**src/rtl/pdm_pkg.sv**
```systemverilog
// Package of constants and types for the pin drive mode port
package pdm_pkg;
    localparam int          NUM_PINS    = 8;
    localparam int          SEL_W       = 3;
    localparam logic [2:0]  SEL_HIZ_ANA = 3'h0;
    localparam logic [2:0]  SEL_HIZ_DIG = 3'h1;
    localparam logic [2:0]  SEL_RES_UP  = 3'h2;
    localparam logic [2:0]  SEL_RES_DN  = 3'h3;
    localparam logic [2:0]  SEL_OD_LOW  = 3'h4;
    localparam logic [2:0]  SEL_OD_HIGH = 3'h5;
    localparam logic [2:0]  SEL_STRONG  = 3'h6;
    localparam logic [2:0]  SEL_RES_UD  = 3'h7;
    localparam logic [2:0]  SEL_RST     = 3'h0;
    localparam logic [1:0]  EDGE_NONE   = 2'h0;
    localparam logic [1:0]  EDGE_RISE   = 2'h1;
    localparam logic [1:0]  EDGE_FALL   = 2'h2;
    localparam logic [1:0]  EDGE_BOTH   = 2'h3;
    localparam logic [1:0]  EDGE_RST    = 2'h0;

    // Per-pin drive controls produced by the decoder
    typedef struct packed {
        logic strong_hi;
        logic strong_lo;
        logic res_hi;
        logic res_lo;
        logic in_en;
    } pdm_drive_t;
endpackage

```
**src/rtl/pdm_port.sv**
```systemverilog
// Eight-pin port with drive modes, pin state, and edge interrupts
//
// Overview of operation
// - Each pin holds own three-bit drive selection
// - Drive from data bit or routed bypass
// - Selection 0: driver and input off
// - Selection 1: driver off, input on
// - Selections 2, 3, 7 resistive combinations
// - Selections 4, 5 open drain
// - Selection 6 strong both ways
// - Input stays usable in resistive, open drain
// - No resistive pulls under regulated output
// - Reset to analog high-Z, reset value programmable
// - Per-pin rising, falling, both or none
// - One interrupt request per port
// - Pin state separate from output data
// - Port-wise and pin-wise configuration access
// - Edge sets status bit and requests interrupt
// - Bidir switches high-Z digital and drive
`timescale 1ns/10ps
`default_nettype none
module pdm_port (
    input  wire logic        i_mclk,         // System clock, 100 MHz
    input  wire logic        i_nrst,         // Async reset, active low
    input  wire logic [23:0] i_rst_sel,      // Drive selection taken at reset release
    input  wire logic        i_port_wr,      // Port-wise configuration write
    input  wire logic [7:0]  i_port_drive_select_bit2, // Bit 2 of each pin's selection
    input  wire logic [7:0]  i_port_drive_select_bit1, // Bit 1 of each pin's selection
    input  wire logic [7:0]  i_port_drive_select_bit0, // Bit 0 of each pin's selection
    input  wire logic [7:0]  i_digital_route_select,   // Bypass per pin
    input  wire logic [7:0]  i_bidir_output_enable_select, // Bidir per pin
    input  wire logic        i_pin_wr,       // Pin-wise configuration write
    input  wire logic [2:0]  i_pin_idx,      // Pin addressed by pin-wise write
    input  wire logic [2:0]  i_pin_drive_select_bits, // Selection for that pin
    input  wire logic        i_pin_route,    // Bypass for that pin
    input  wire logic        i_pin_bidir,    // Bidir for that pin
    input  wire logic        i_pin_out,      // Output value for that pin
    input  wire logic        i_out_wr,       // Output value write
    input  wire logic [7:0]  i_output_value_write, // Output data written
    input  wire logic        i_edge_wr,      // Edge selection write
    input  wire logic [15:0] i_pin_edge_select, // Two bits per pin
    input  wire logic        i_flags_clr,    // Clear event flags
    input  wire logic [7:0]  i_flags_clr_mask, // Flags to clear
    input  wire logic [7:0]  i_route_data,   // Routed digital signals
    input  wire logic [7:0]  i_route_oe,     // Routed output enables
    input  wire logic [7:0]  i_regulated,    // Special pin in regulated mode
    input  wire logic [7:0]  i_pin_in,       // Pin levels
    output logic      [7:0]  o_port_output_value, // Output data register
    output logic      [23:0] o_drive_select_bits, // All selections
    output logic      [7:0]  o_pin_state_read, // Synchronised pin state
    output logic      [7:0]  o_pin_event_flags, // Sticky edge flags
    output logic             o_irq,          // Port interrupt request
    output logic      [7:0]  o_strong_hi,    // Strong high drivers
    output logic      [7:0]  o_strong_lo,    // Strong low drivers
    output logic      [7:0]  o_res_hi,       // Resistive pull-ups
    output logic      [7:0]  o_res_lo,       // Resistive pull-downs
    output logic      [7:0]  o_in_en         // Input buffer enables
);
    localparam int N = pdm_pkg::NUM_PINS;

    typedef struct packed {
        logic        loaded;
        logic [23:0] sel;
        logic [7:0]  byp;
        logic [7:0]  bidir;
        logic [7:0]  dout;
        logic [15:0] edge_sel;
        logic [7:0]  flags;
        logic [7:0]  state;
    } pdm_state_t;

    pdm_state_t st_r;
    pdm_state_t st_nxt;
    logic [7:0] ev;
    logic [7:0] lvl;
    logic [7:0] drv_data;
    logic [7:0] pin_sel;

    // One-hot decode of the pin-wise index
    function automatic logic [7:0] pin_hit(input logic [2:0] idx);
        pin_hit = 8'h01 << idx;
    endfunction

    assign pin_sel = pin_hit(i_pin_idx);

    always_comb begin
        st_nxt = st_r;
        // Strap taken one clock after release, never under async reset
        if (!st_r.loaded) begin
            st_nxt.loaded = 1'b1;
            st_nxt.sel    = i_rst_sel;
        end
        if (i_port_wr) begin
            for (int k = 0; k < N; k++) begin
                st_nxt.sel[3*k +: 3] = {i_port_drive_select_bit2[k],
                                        i_port_drive_select_bit1[k],
                                        i_port_drive_select_bit0[k]};
            end
            st_nxt.byp   = i_digital_route_select;
            st_nxt.bidir = i_bidir_output_enable_select;
        end
        if (i_pin_wr) begin
            for (int k = 0; k < N; k++) begin
                if (pin_sel[k]) begin
                    st_nxt.sel[3*k +: 3] = i_pin_drive_select_bits;
                    st_nxt.byp[k]   = i_pin_route;
                    st_nxt.bidir[k] = i_pin_bidir;
                    st_nxt.dout[k]  = i_pin_out;
                end
            end
        end
        // Port-wide output write takes priority over pin-wise data
        if (i_out_wr) begin
            st_nxt.dout = i_output_value_write;
        end
        if (i_edge_wr) begin
            st_nxt.edge_sel = i_pin_edge_select;
        end
        // Separate state register, never written by software
        st_nxt.state = lvl;
        // New events win over a clear in the same cycle
        st_nxt.flags = (st_r.flags & ~(i_flags_clr ? i_flags_clr_mask : 8'h00)) | ev;
    end

    always_ff @(posedge i_mclk or negedge i_nrst) begin
        if (!i_nrst) begin
            st_r          <= '0;
            st_r.sel      <= {N{pdm_pkg::SEL_RST}};
            st_r.edge_sel <= {N{pdm_pkg::EDGE_RST}};
        end else begin
            st_r <= st_nxt;
        end
    end

    genvar g;
    generate
        for (g = 0; g < N; g++) begin : g_pin
            pdm_drive_dec u_dec (
                .i_sel       (st_r.sel[3*g +: 3]),
                .i_data      (drv_data[g]),
                .i_oe        (i_route_oe[g]),
                .i_bidir     (st_r.bidir[g]),
                .i_regulated (i_regulated[g]),
                .o_strong_hi (o_strong_hi[g]),
                .o_strong_lo (o_strong_lo[g]),
                .o_res_hi    (o_res_hi[g]),
                .o_res_lo    (o_res_lo[g]),
                .o_in_en     (o_in_en[g])
            );
            pdm_edge_det u_edge (
                .i_mclk  (i_mclk),
                .i_nrst  (i_nrst),
                .i_pin   (i_pin_in[g]),
                .i_en    (o_in_en[g]),
                .i_edge  (st_r.edge_sel[2*g +: 2]),
                .o_level (lvl[g]),
                .o_event (ev[g])
            );
        end
    endgenerate

    assign drv_data            = (st_r.byp & i_route_data) | (~st_r.byp & st_r.dout);
    assign o_port_output_value = st_r.dout;
    assign o_drive_select_bits = st_r.sel;
    assign o_pin_state_read    = st_r.state;
    assign o_pin_event_flags   = st_r.flags;
    assign o_irq               = |st_r.flags;
endmodule
`default_nettype wire

```
**src/rtl/pdm_drive_dec.sv**
```systemverilog
// Drive mode decoder for one pin
`timescale 1ns/10ps
`default_nettype none
module pdm_drive_dec (
    input  wire logic [2:0] i_sel,       // Drive selection
    input  wire logic       i_data,      // Output data value
    input  wire logic       i_oe,        // Routed output enable (bidir)
    input  wire logic       i_bidir,     // Bidirectional mode enabled
    input  wire logic       i_regulated, // Special pin in regulated mode
    output logic            o_strong_hi, // Strong high driver on
    output logic            o_strong_lo, // Strong low driver on
    output logic            o_res_hi,    // Resistive pull-up on
    output logic            o_res_lo,    // Resistive pull-down on
    output logic            o_in_en      // Input buffer enabled
);
    logic       act;
    logic       res_ok;
    always_comb begin
        // Bidir releases to digital high impedance while oe is low
        act    = !i_bidir || i_oe;
        // Resistive pulls are withheld under regulated output
        res_ok = !i_regulated;
        o_strong_hi = 1'b0;
        o_strong_lo = 1'b0;
        o_res_hi    = 1'b0;
        o_res_lo    = 1'b0;
        o_in_en     = (i_sel != pdm_pkg::SEL_HIZ_ANA);
        if (act) begin
            unique case (i_sel)
                pdm_pkg::SEL_HIZ_ANA, pdm_pkg::SEL_HIZ_DIG: begin
                end
                pdm_pkg::SEL_RES_UP: begin
                    o_res_hi    = i_data && res_ok;
                    o_strong_lo = !i_data;
                end
                pdm_pkg::SEL_RES_DN: begin
                    o_strong_hi = i_data;
                    o_res_lo    = !i_data && res_ok;
                end
                pdm_pkg::SEL_OD_LOW: begin
                    o_strong_lo = !i_data;
                end
                pdm_pkg::SEL_OD_HIGH: begin
                    o_strong_hi = i_data;
                end
                pdm_pkg::SEL_STRONG: begin
                    o_strong_hi = i_data;
                    o_strong_lo = !i_data;
                end
                pdm_pkg::SEL_RES_UD: begin
                    o_res_hi = i_data && res_ok;
                    o_res_lo = !i_data && res_ok;
                end
            endcase
        end
    end
endmodule
`default_nettype wire

```
**src/rtl/pdm_edge_det.sv**
```systemverilog
// Synchroniser and edge detector for one pin input
`timescale 1ns/10ps
`default_nettype none
module pdm_edge_det (
    input  wire logic       i_mclk,  // System clock
    input  wire logic       i_nrst,  // Async reset, active low
    input  wire logic       i_pin,   // Raw pin level
    input  wire logic       i_en,    // Input buffer enabled
    input  wire logic [1:0] i_edge,  // Edge selection
    output logic            o_level, // Synchronised level
    output logic            o_event  // One-cycle qualifying edge
);
    typedef struct packed {
        logic s1;
        logic s2;
        logic s3;
    } pdm_sync_t;
    pdm_sync_t st_r;
    pdm_sync_t st_nxt;

    always_comb begin
        st_nxt    = st_r;
        st_nxt.s1 = i_pin & i_en;
        st_nxt.s2 = st_r.s1;
        st_nxt.s3 = st_r.s2;
    end

    always_ff @(posedge i_mclk or negedge i_nrst) begin
        if (!i_nrst) begin
            st_r <= '0;
        end else begin
            st_r <= st_nxt;
        end
    end

    assign o_level = st_r.s2;
    // Edge is taken between the two stable stages, so one transition gives one pulse
    always_comb begin
        unique case (i_edge)
            pdm_pkg::EDGE_NONE: o_event = 1'b0;
            pdm_pkg::EDGE_RISE: o_event = st_r.s2 & ~st_r.s3;
            pdm_pkg::EDGE_FALL: o_event = ~st_r.s2 & st_r.s3;
            pdm_pkg::EDGE_BOTH: o_event = st_r.s2 ^ st_r.s3;
        endcase
    end
endmodule
`default_nettype wire

```
**config.mk**
```make
export PLATFORM = sky130hd
export DESIGN_NAME = pdm_port
export DESIGN_NICKNAME = d
export VERILOG_FILES = /design/src/rtl/pdm_pkg.sv /design/src/rtl/pdm_port.sv /design/src/rtl/pdm_drive_dec.sv /design/src/rtl/pdm_edge_det.sv
export SDC_FILE = /design/constraint.sdc
export NUM_CORES = 1
export LEC_CHECK = 0
export BUFFER_PORTS_ARGS = -buffer_cell sky130_fd_sc_hd__clkbuf_2
export CAP_MARGIN = 20
export CORE_ASPECT_RATIO = 0.6
export CORE_MARGIN = 2
export CORE_UTILIZATION = 54
export CTS_CLUSTER_SIZE = 16
export DETAILED_ROUTE_END_ITERATION = 10
export PLACE_DENSITY_LB_ADDON = 0.08
export SYNTH_ARGS = -nofsm -noshare
export SYNTH_HDL_FRONTEND = slang
export SYNTH_SLANG_ARGS = --single-unit
export TNS_END_PERCENT = 1
```
**constraint.sdc**
```tcl
create_clock -name i_mclk -period 1.8 [get_ports i_mclk]
set_input_delay 0.18 -clock i_mclk [delete_from_list [all_inputs] [get_ports i_mclk]]
set_output_delay 0.18 -clock i_mclk [all_outputs]
set_load 0.02 [all_outputs]
```
==> qor.csv <==
metric;value;unit
critPathMaxStageDelay;0.38;ns
yosys_warnings;0;
critPathLaunchType;flip-flop;
p_clk_frac;0.322;
num_vias;4606;
fin_nets;900;
die-area;12400;µm²
path_clk_slew;0.07;ns
grt_max_degree;41;
drv_cap;0;
end_kind;output pin;
p_sw;1.99;mW
rsz0062_at_grt;true;
cp_max_fo;2;
syn_area;6190;µm²
path_buf_inv;1;
die_x;142;µm
syn_to_final_growth;15.6;%
syn_inst;607;
clk_path_buf_depth;2;
finalMaxSlewViolations;0;
syn-num-nets;767;
io_pins;233;
postSynthAreaPerCell;10.2;µm²
antennaDiodeCount;0;
root_buffer;clkbuf_16;
path_delay_family;simple AND/OR/NAND/NOR gates;
ff_latch_area;2430;µm²
grt.overflow.total;0;
synth_seq_cells;97;
clk_latency;0.34;ns
fillerInstances;931;
dr.first_iter.drc_count;196;
fin_tns_setup;0;ns
cts_buffers;9;
io_buffers;232;
gp_congestion;0.843;
synth-async-reset-ratio;1.00;
crit_required;1.62;ns
htreeDepth;3;
grtUsageTotal;0.243;
p_sw_frac;0.309;
core;11200;µm²
cts_num_sinks;97;
p_per_area;901;nW/µm²
crit_chain;mux2i_2, nand2_1, nor4bb_1, buf_2;
routedWlPerCell;16.9;µm
drive_gt1_frac;0.428;
fin_area;7160;µm²
clock_skew;0.00724;ns
wirelength;15.0;mm
finalCritPeriodShare;0.996;
status;complete, no violations;
worst_ir_drop_vdd;0.548;mV
crit_type;flip-flop to output pin;
ys_seq_area_frac;0.392;
max_freq;0.558;GHz
p_int;4.45;mW
vias_per_cell;5.18;
antenna_found_initial;0;
grt_pass1_wl;23.1;mm
hold_viol_final;0;
hp-class;input pin to flip-flop;
cts_tree;built;
dr.pass1.iters;4;
drc_errors;0;
die_h;86.9;µm
synth-main-ff-cell;dfrtp_1;
multi_input_area;2850;µm²
arrival;1.61;ns
post-route-util;0.638;
ys_types;38;
setup_violations;0;
grt_pass1_vias;4514;
ant_nets;0;
seqPwrFrac;0.426;
row_count;30;
cp_slowest_cell;dfrtp_1;
final.min_clock_period;1.79;ns
combPwrFrac;0.252;
dpl_cell_area;6750;µm²
start_util;0.552;
leakagePower;3.64;nW
hpwlAfterDp;11.5;mm
synth_edf_count;0;
layout by cell type (no fill, tap or decap), drive strengths merged, types with 14 or more instances in the layout:
cell,n
clkbuf,232
dfrtp,97
nand2,69
mux2i,55
o21ai,40
mux2,40
inv,25
buf,20
nor2,17
ha,16
a221o,15
a21oi,15
nor3,14
what timing repair did:
item	CTS	global route
pin swaps	0	1
hold endpoints to repair	33	0
gates resized for setup	6	16
endpoints found under the setup margin	7	12
setup buffers	0	1
hold buffers	1	0
synth_stat cells (15+ instances only):
library cell,n,area share
dfrtp_1,97,0.39
buf_4,95,0.12
nand2_1,69,0.042
mux2i_1,55,0.089
inv_1,24,0.015
o21ai_1,24,0.019
mux2_2,20,0.036
mux2_4,20,0.049
nor2_1,17,0.010
ha_1,16,0.032
a21oi_1,15,0.012
a221o_1,15,0.024
final timing paths:
kind / from / endpoint / slack, ns / cells after the start
min in group asynchronous: i_nrst / o_pin_state_read[0] / 0.36 / 2
max reg2reg: st_r[80] / o_drive_select_bits[1] / 0.46 / 4
min: i_pin_in[0] / g_pin[0].u_edge.st_nxt[1] / 0.05 / 2
min reg2reg: g_pin[5].u_edge.st_nxt[1] / g_pin[5].u_edge.o_level / 0.35 / 0
max: st_r[54] / o_res_lo[6] / 0.008 / 4
max in group asynchronous: i_nrst / st_r[25] / 0.75 / 3
power by group through the flow:
stage / clock network, mW / logic (mW) / registers [mW]
floorplan: 0 / 1.39 / 2.66
finish: 2.08 / 1.62 / 2.74
detailed placement: 0 / 1.60 / 2.77
CTS: 2.14 / 1.62 / 2.73
global route: 2.21 / 1.77 / 2.79
global placement: 0 / 1.57 / 2.75
area by class of cell:
class,count,area share
well taps,144,0.0252
flip-flops and latches,97,0.339
repair buffers,243,0.178
inverters,24,0.0126
multi-input cells,365,0.399
clock inverters,6,0.0126
clock buffers,10,0.0334
per-stage QoR:
stage / std cells / power [mW] / worst slack, ns / hold slack [ns]
6_report: 889 / 6.45 / 0.00800 / 0.0486
3_3_place_gp: 871 / 4.31 / 0.347 / 0.179
2_1_floorplan: 607 / 4.05 / 0.540 / -0.116
4_1_cts: 888 / 6.49 / -0.0188 / 0.0392
5_1_grt: 889 / 6.78 / -0.119 / 0.0505
3_5_place_dp: 871 / 4.37 / 0.318 / 0.174
registers in the layout, summed over array words and instances (netlist names):
| name | cells |
|---|---|
| o_pin_event_flags | 8 |
| g_pin.u_edge.o_level | 8 |
| o_pin_state_read | 8 |
| o_port_output_value | 8 |
| o_drive_select_bits | 24 |
| g_pin.u_edge.st_nxt | 8 |
| st_r | 33 |
per-layer routing:
metal  wire length (µm)  part of all wire  global-route usage
met1               7100              0.47               0.340
met2               6930              0.46               0.397
met3                917             0.061              0.0528
met4                 82            0.0055              0.0455
met5                  0                 0                   0
logic make-up after synthesis:
| group | share of synthesized area |
|---|---|
| fa+ha+maj | 0.0323 |
| mux | 0.174 |
| flops | 0.392 |
| xor+xnor | 0.0198 |
| simple gates | 0.152 |
| buf+inv | 0.156 |
| other cells | 0.000606 |
| compound gates | 0.0726 |
No activity file was read; power rests on OpenSTA's default activity.
